--- src/core/bcc_regs.svh ---
// Register offsets, field positions, reset values for the bus common control block
`ifndef BCC_REGS_SVH
`define BCC_REGS_SVH
`define BCC_COMMON_CONTROL_OFFSET 8'h00
`define BCC_MAP_BIT               12
`define BCC_RSVD_ONE_HI_BIT       4
`define BCC_ENDIAN_BIT            3
`define BCC_RSVD_ONE_LO_BIT       2
`define BCC_MEM_DRIVE_BIT         1
`define BCC_CLK_DRIVE_BIT         0
`define BCC_WRITE_MASK            32'h0000_1003
`define BCC_FIXED_ONES            32'h0000_0014
`define BCC_RESET_VALUE           32'h0000_0014
`endif

--- src/core/bcc_pkg.sv ---
// Types shared by the bus common control block
package bcc_pkg;
    typedef struct packed {
        logic map_select;
        logic little_endian;
        logic memory_pins_standby_drive;
        logic clock_pins_standby_drive;
    } bcc_ctrl_t;
    typedef struct packed {
        logic memory_pins_oe;
        logic clock_pins_oe;
    } bcc_pin_oe_t;
endpackage

--- src/core/bcc_strap_latch.sv ---
// Catches the byte-order strap at the release of reset
module bcc_strap_latch
(
    // Clock and reset
    input  wire logic clk,
    input  wire logic rst,
    // Strap
    input  wire logic byte_order_strap_pin,
    output logic      little_endian
);
    logic in_reset_reg;
    logic little_endian_reg;

    // Sample during reset so the flag is valid from the first free cycle
    always_ff @(posedge clk)
    begin
        in_reset_reg <= rst;
        if (rst || in_reset_reg)
            little_endian_reg <= byte_order_strap_pin;
    end

    // Flag out
    assign little_endian = little_endian_reg;
endmodule

--- src/core/bcc_common_control.sv ---
// Bus common control register with classic Wishbone slave
`include "bcc_regs.svh"
module bcc_common_control
(
    // Clock and reset
    input  wire logic               clk,
    input  wire logic               rst,
    // Wishbone slave
    input  wire logic               wb_cyc_i,
    input  wire logic               wb_stb_i,
    input  wire logic               wb_we_i,
    input  wire logic [7:0]         wb_adr_i,
    input  wire logic [3:0]         wb_sel_i,
    input  wire logic [31:0]        wb_dat_i,
    output logic      [31:0]        wb_dat_o,
    output logic                    wb_ack_o,
    output logic                    wb_err_o,
    // Strap and standby
    input  wire logic               byte_order_strap_pin,
    input  wire logic               standby,
    // Settings to the external bus logic
    output bcc_pkg::bcc_ctrl_t      ctrl,
    output bcc_pkg::bcc_pin_oe_t    pin_oe
);
    // Stored fields; every other bit of the word is fixed or strapped
    logic        map_reg;
    logic        map_next;
    logic        mem_drive_reg;
    logic        mem_drive_next;
    logic        clk_drive_reg;
    logic        clk_drive_next;

    // Bus answer state
    logic        ack_reg;
    logic        ack_next;
    logic        err_reg;
    logic        err_next;
    logic [31:0] rdata_reg;
    logic [31:0] rdata_next;

    // Strap result; only a reset can change it
    logic        little_endian;

    // Reset image and fixed pattern of the word
    localparam logic [31:0] RESET_WORD = `BCC_RESET_VALUE;
    localparam logic [31:0] FIXED_WORD = `BCC_FIXED_ONES;

    // Strap catcher
    bcc_strap_latch bcc_strap_latch_i
    (
        .clk                  (clk),
        .rst                  (rst),
        .byte_order_strap_pin (byte_order_strap_pin),
        .little_endian        (little_endian)
    );

    // Request qualification; a cycle is taken once and answered once
    wire         cyc_stb   = wb_cyc_i && wb_stb_i;
    wire         answering = ack_reg || err_reg;
    wire         take      = cyc_stb && !answering;

    // Address decode; one word lives at its offset, anything else gets err
    wire         hit       = wb_adr_i == `BCC_COMMON_CONTROL_OFFSET;
    wire         take_hit  = take && hit;
    wire         take_miss = take && !hit;
    wire         take_read = take_hit && !wb_we_i;

    // Writes land at the edge where the master sees ack, so an abandoned cycle writes nothing
    wire         commit    = cyc_stb && ack_reg && hit && wb_we_i;

    // Only bytes 1 and 0 hold writable bits; lanes 3 and 2 are all reserved
    wire         wr_b1     = commit && wb_sel_i[1];
    wire         wr_b0     = commit && wb_sel_i[0];

    // Write data for the three stored bits
    wire         map_wdata = wb_dat_i[`BCC_MAP_BIT];
    wire         mem_wdata = wb_dat_i[`BCC_MEM_DRIVE_BIT];
    wire         clk_wdata = wb_dat_i[`BCC_CLK_DRIVE_BIT];

    // Next values; an unselected lane keeps its bits
    assign map_next       = wr_b1 ? map_wdata : map_reg;
    assign mem_drive_next = wr_b0 ? mem_wdata : mem_drive_reg;
    assign clk_drive_next = wr_b0 ? clk_wdata : clk_drive_reg;

    // Map select; map 0 after reset
    always_ff @(posedge clk)
    begin
        if (rst)
        begin
            map_reg <= RESET_WORD[`BCC_MAP_BIT];
        end
        else
        begin
            map_reg <= map_next;
        end
    end

    // Memory pin standby drive; pins float after reset
    always_ff @(posedge clk)
    begin
        if (rst)
        begin
            mem_drive_reg <= RESET_WORD[`BCC_MEM_DRIVE_BIT];
        end
        else
        begin
            mem_drive_reg <= mem_drive_next;
        end
    end

    // Clock pin standby drive; pins float after reset
    always_ff @(posedge clk)
    begin
        if (rst)
        begin
            clk_drive_reg <= RESET_WORD[`BCC_CLK_DRIVE_BIT];
        end
        else
        begin
            clk_drive_reg <= clk_drive_next;
        end
    end

    // Read view per bit; reserved and strapped places have no storage, so writes miss them
    wire  [31:0] reg_view;
    genvar       pos;
    generate
        for (pos = 0; pos < 32; pos++)
        begin : g_view
            if (pos == `BCC_MAP_BIT)
            begin : g_map
                assign reg_view[pos] = map_reg;
            end
            else if (pos == `BCC_ENDIAN_BIT)
            begin : g_endian
                assign reg_view[pos] = little_endian;
            end
            else if (pos == `BCC_MEM_DRIVE_BIT)
            begin : g_mem
                assign reg_view[pos] = mem_drive_reg;
            end
            else if (pos == `BCC_CLK_DRIVE_BIT)
            begin : g_clk
                assign reg_view[pos] = clk_drive_reg;
            end
            else
            begin : g_fixed
                assign reg_view[pos] = FIXED_WORD[pos];
            end
        end
    endgenerate

    // Registered answer: ack or err in the cycle after the take edge, for one cycle
    assign ack_next   = take_hit;
    assign err_next   = take_miss;

    // Read data stands only in the ack cycle of a read; zero keeps stale values off the bus
    assign rdata_next = take_read ? reg_view : 32'h0;

    // Ack flop
    always_ff @(posedge clk)
    begin
        if (rst)
        begin
            ack_reg <= 1'b0;
        end
        else
        begin
            ack_reg <= ack_next;
        end
    end

    // Error flop for unmapped addresses
    always_ff @(posedge clk)
    begin
        if (rst)
        begin
            err_reg <= 1'b0;
        end
        else
        begin
            err_reg <= err_next;
        end
    end

    // Read data flop
    always_ff @(posedge clk)
    begin
        if (rst)
        begin
            rdata_reg <= 32'h0;
        end
        else
        begin
            rdata_reg <= rdata_next;
        end
    end

    // Bus outputs straight from flops
    assign wb_dat_o = rdata_reg;
    assign wb_ack_o = ack_reg;
    assign wb_err_o = err_reg;

    // One endian flag for all areas, no per-area override
    assign ctrl.map_select                = map_reg;
    assign ctrl.little_endian             = little_endian;
    assign ctrl.memory_pins_standby_drive = mem_drive_reg;
    assign ctrl.clock_pins_standby_drive  = clk_drive_reg;

    // Pin groups float in standby unless their drive bit is set; standby is taken as synchronous
    wire  [1:0]  drive_bits = {mem_drive_reg, clk_drive_reg};
    wire  [1:0]  group_oe;
    genvar       grp;
    generate
        for (grp = 0; grp < 2; grp++)
        begin : g_group
            assign group_oe[grp] = !standby || drive_bits[grp];
        end
    endgenerate

    // Into the carrier struct
    assign pin_oe.memory_pins_oe = group_oe[1];
    assign pin_oe.clock_pins_oe  = group_oe[0];
endmodule

--- config.mk ---
export PLATFORM = sky130hd
export DESIGN_NAME = bcc_common_control
export DESIGN_NICKNAME = d
export VERILOG_FILES = /design/src/core/bcc_pkg.sv /design/src/core/bcc_strap_latch.sv /design/src/core/bcc_common_control.sv
export VERILOG_INCLUDE_DIRS = /design/src /design/src/core
export SDC_FILE = /design/constraint.sdc
export NUM_CORES = 1
export LEC_CHECK = 0
export BUFFER_PORTS_ARGS = -buffer_cell sky130_fd_sc_hd__clkbuf_2
export CORE_MARGIN = 10
export CORE_UTILIZATION = 34
export DETAILED_ROUTE_END_ITERATION = 10
export PLACE_DENSITY = 0.94
export SYNTH_ARGS = -nofsm -noshare
export SYNTH_HDL_FRONTEND = slang
export SYNTH_SLANG_ARGS = --single-unit
--- constraint.sdc ---
create_clock -name clk -period 2.34 [get_ports clk]
set_input_delay 0.468 -clock clk [delete_from_list [all_inputs] [get_ports clk]]
set_output_delay 0.468 -clock clk [all_outputs]
set_load 0.005 [all_outputs]
* Yosys cells after proc, flatten, opt, wreduce, memory -nomap -nowiden
Cells that the tools add are included.
** Word-level totals
- Flip-flop bits (word level) :: 39
- Bits of input ports :: 51
- Output and inout bits :: 40
** Operators by class
- Muxes and demuxes :: 1
- Bitwise gates (word level) :: 1
- Reductions and logical operators :: 20
** Operators by type and width (count)
- $logic_and 1x1->1 :: 10
- $logic_not 8->1 :: 1
- $mux 5 :: 1
- $logic_not 1->1 :: 4
- $logic_or 1x1->1 :: 4
- $reduce_or 2->1 :: 1
- $not 1->1 :: 1

* Longest topological paths before layout
- Depth in word-level cells :: 7
- Depth in mapped cells :: 3
- Mapped depth without buffers :: 3

* Hierarchy
From an unflattened synthesis, not the netlist that was laid out.
** Second synthesis, totals
- Cell total of the unflattened synthesis :: 75
- Area total of the unflattened synthesis :: 718.2 µm²
** Modules (own cells, without submodules)
- bcc_common_control :: times used 1, cells an instance 72, area each 661.9 µm²
- bcc_strap_latch :: times used 1, cells an instance 3, area each 56.3 µm²

* Worst setup path after synthesis
OpenSTA, ideal clock, no wires.
- Path kind :: input -> register
- From :: input wb_adr_i[1]
- To :: register clk_drive_reg
- Setup time :: 0.072 ns
- Data arrival time :: 1.270 ns
- Required time :: 2.268 ns
- Path slack :: 0.998 ns
- Stages on the path :: 3
- Buffers on the path :: 0
- Cells stage by stage :: nor4_4 and4_4 mux2i_1
** Between the ends
- Cells in the longest elaborated chain, start to end :: 4
** Ends and longest elaborated chain
- from (decl) :: line bcc_common_control.sv:12 : input wire logic [7:0] wb_adr_i,
- $logic_not 8->1 (no line)
- $logic_and 1x1->1 (2 in a row) :: line bcc_common_control.sv:69 : wire commit = cyc_stb && ack_reg && hit && wb_we_i;
- $logic_and 1x1->1 :: line bcc_common_control.sv:73 : wire wr_b0 = commit && wb_sel_i[0];
- to (signal assigned) :: line bcc_common_control.sv:116 : clk_drive_reg <= RESET_WORD[`BCC_CLK_DRIVE_BIT];
- to (signal assigned) :: line bcc_common_control.sv:120 : clk_drive_reg <= clk_drive_next;
- to (decl) :: line bcc_common_control.sv:30 : logic clk_drive_reg;
No other way between the ends.
A chain may end at the register's enable or synchronous reset.

==> summary.txt <==
Power and ir drop
  – Clk network pwr share: 38.7%
  – Pwr dens: about 520 mW/mm²
  – Pint: about 320 µW
  – Comb pwr share: between 10% and 20%
  – Max VDD drop: 177 µV
  – Switching pwr: between 100 and 150 µW
  – Leak: ~0.00043 µW
  – Sw Share: 23.7%
  – Sequential share of power: between 40 and 50%
  – Pwr Total: around 420 µW

Setup path
  – CP Capture Type: output pin
  – Reg2reg end: wb_dat_o[0]
  – Reg2reg setup slack: about 1.1 ns
  – Req. time, crit path: between 1.5 and 2 ns
  – Worst path slowest cell: dfxtp_1
  – Worst path max stage delay: approximately 0.36 ns
  – CP Class: flop to output pin
  – CP startpoint: mem_drive_reg
  – CP Cell Sequence: nand2b_1 > clkbuf_2
  – CP Data Arrival Time: ~0.85 ns
  – Worst R2R Path Depth: 3
  – Crit path max fanout: 4
  – Critical path endpoint: pin_oe[1]
  – Crit path launch type: flop
  – R2R Path Start: wb_ack_o

Synth
  – Sequential area share after synthesis: between 30% and 40%
  – Syn Inst Count: slightly above 70
  – Synth Warn #: 0
  – Seq cells post-synth: 12
  – Cell Area, Synth: about 720 µm²
  – Synth area leader: buf_4
  – Netlist cell types: 19
  – Top cell type's share of synthesized area: about a third
  – Syn_area_per_cell: roughly 10 µm²
  – Top cells by area, synth: buf_4 (32%), dfxtp_1 (31%), nand2b_1 (6.9%)

Die
  – Chip Height: 66.0 µm
  – Row count: 16
  – DIE AREA: 0.00436 mm²
  – I/O pins: 91
  – Initial Util: ~36%
  – Die width: approximately 66 µm
  – Core area: ~0.002 mm²

Timing
  – Hold Vio Cnt, Final: 0
  – Final setup TNS: 0 ns
  – Clk_skew: ~0.0042 ns
  – Max Fclk: roughly 760 MHz
  – Final period util: a little under three fifths
  – Final setup margin: 1.02 ns
  – Min Tclk post-route: approximately 1.3 ns
  – RSZ-0062 raised after global routing: no
  – # setup viols final: 0
  – Slew Limit Fails: 0

GRT
  – First-pass GRT wire length: about 2500 µm
  – GR peak layer: met2
  – Met2 global-route usage: approximately an eighth
  – Tot GR Track Use: 7.31%
  – Vias in the first global route: around 530
  – Antenna violations before repair: 0
  – Overflow after GRT: 0
  – Largest net degree at the start of global routing: 10
  – M1 GR Usage: under 10%
  – Met3 Use GR: a little under 5%

Drt
  – DR pass1 iterations: 4
  – Detail Route Antenna Nets: 0
  – # DRC: 0
  – Drt wl/cell: ~13 µm
  – Routed vias/inst: between 3 and 4
  – Initial DRC Count: 8
  – Final WL: between 1500 and 2000 µm
  – Vias: around 490

Job
  – Max-capacitance violation count: 0

Finish
  – ANT cells: 0
  – Fraction of layout cells with a size suffix above 1: 40.8%
  – Register Area: between 200 and 300 µm²
  – Fin area: just over 800 µm²
  – Area Overhead vs Synth: 13.4%
  – # fillers: 207
  – Number of flip-flops under the largest register name: 5
  – Final nets: around 160
  – Area occupied by multi-input gates: around 330 µm²

Clock network
  – Post-cts resize count: 0
  – Total CTS buffers: 3
  – Max Buffers Root-to-Sink: 2
  – Post-CTS Setup Inserts: 0
  – H-tree Lvls: 1
  – Root buffer cell: clkbuf_4
  – Sink Count: 12
  – CTS tree: done
  – Clk_lat worst skew: 0.28 ns
  – Hold-fix buffers at CTS: 0
  – Clock Pin Slew Worst Setup and Hold Paths: approximately 0.07 ns

Placement
  – Setup WS pre-CTS: 0.792 ns
  – Area after DPL: between 700 and 800 µm²
  – RD Place Congestion: slightly below 0.7
  – Dpl hpwl: 1480 µm
  – IO Port Bufs: 33

Status
  – Outcome: finished, final reports clean

Worst hold path
  – Worst hold path class: input port to flop
[layer usage]
| metal | vias to the layer above | part of all wire (%) |
|---|---|---|
| li1 | 242 | - |
| met1 | 212 | 31 |
| met2 | 36 | 51 |
| met3 | 3 | 17 |
| met4 | 0 | 1.5 |
| met5 | - | 0 |
[cell usage in the layout, fill, tap and decap left out]
master / count
clkbuf_2: 33
conb_1: 26
dfxtp_1: 11
nand2b_1: 8
nor3b_1: 4
mux2i_1: 3
clkbuf_4: 3
nor4_4: 2
or2_2: 1
and4_1: 1
nand4_1: 1
and4_4: 1
and2_1: 1
nor3_1: 1
nand4_4: 1
inv_1: 1
nand2_1: 1
a21oi_1: 1
nor2_1: 1
edfxtp_1: 1
clkbuf_8: 1
[cells by family (layout without fill, tap and decap cells)]
family,after synthesis,in the layout,synth area share (%)
buffers and inverters,32,38,32.8
DFF,12,12,34.7
other,1,26,0.520
AOI/OAI and AO/OA,1,1,0.694
and+or+nand+nor,23,23,27.1
muxes,3,3,4.17
[synth_stat cells]
master and count:
and4_4 1, conb_1 1, mux2i_1 3, inv_1 1, nand4_4 1, and2_1 1, buf_4 31, nor3b_1 4
nor2_1 1, nand2_1 1, nand4_1 1, and4_1 1, a21oi_1 1, or2_2 1, nor4_4 2, nor3_1 1
dfxtp_1 11, edfxtp_1 1, nand2b_1 8
[layout make-up]
cell class                 instances  share of cell area [%]
timing repair buffer              33                    20.2
sequential                        12                    30.6
clock buffer                       4                    4.44
tap                               27                    4.13
inverter                           1                   0.459
multi-input combinational         53                    40.1
[through the flow]
step	util, %	std cells	hold slack [ns]
after floorplan	-	97	0.460
after global routing	41.2	130	0.349
after CTS	41.2	130	0.364
after global placement	39.4	126	0.478
after detailed placement	39.4	126	0.482
final	41.2	130	0.368
[worst min path at each step]
stage	from	cells after the start	to
finish	byte_order_strap_pin	1	bcc_strap_latch_i.little_endian
global route	byte_order_strap_pin	1	bcc_strap_latch_i.little_endian
CTS	byte_order_strap_pin	1	bcc_strap_latch_i.little_endian
floorplan	map_reg	2	map_reg
detailed placement	map_reg	2	map_reg
global placement	map_reg	2	map_reg
[power groups by stage]
stage | clock network (µW) | registers, µW | logic [µW]
6_report | 164 | 211 | 49.8
2_1_floorplan | 0 | 215 | 53.4
3_3_place_gp | 0 | 215 | 46.0
3_5_place_dp | 0 | 216 | 48.0
4_1_cts | 168 | 211 | 48.1
5_1_grt | 184 | 211 | 55.6
[critical path, delay by kind of cell, from the launching register on]
kind	cells	cell delay (ns)
DFF	1	0.36
and+or+nand+nor	1	0.11
buffers and inverters	1	0.11
Power figures use the tool's default switching activity.
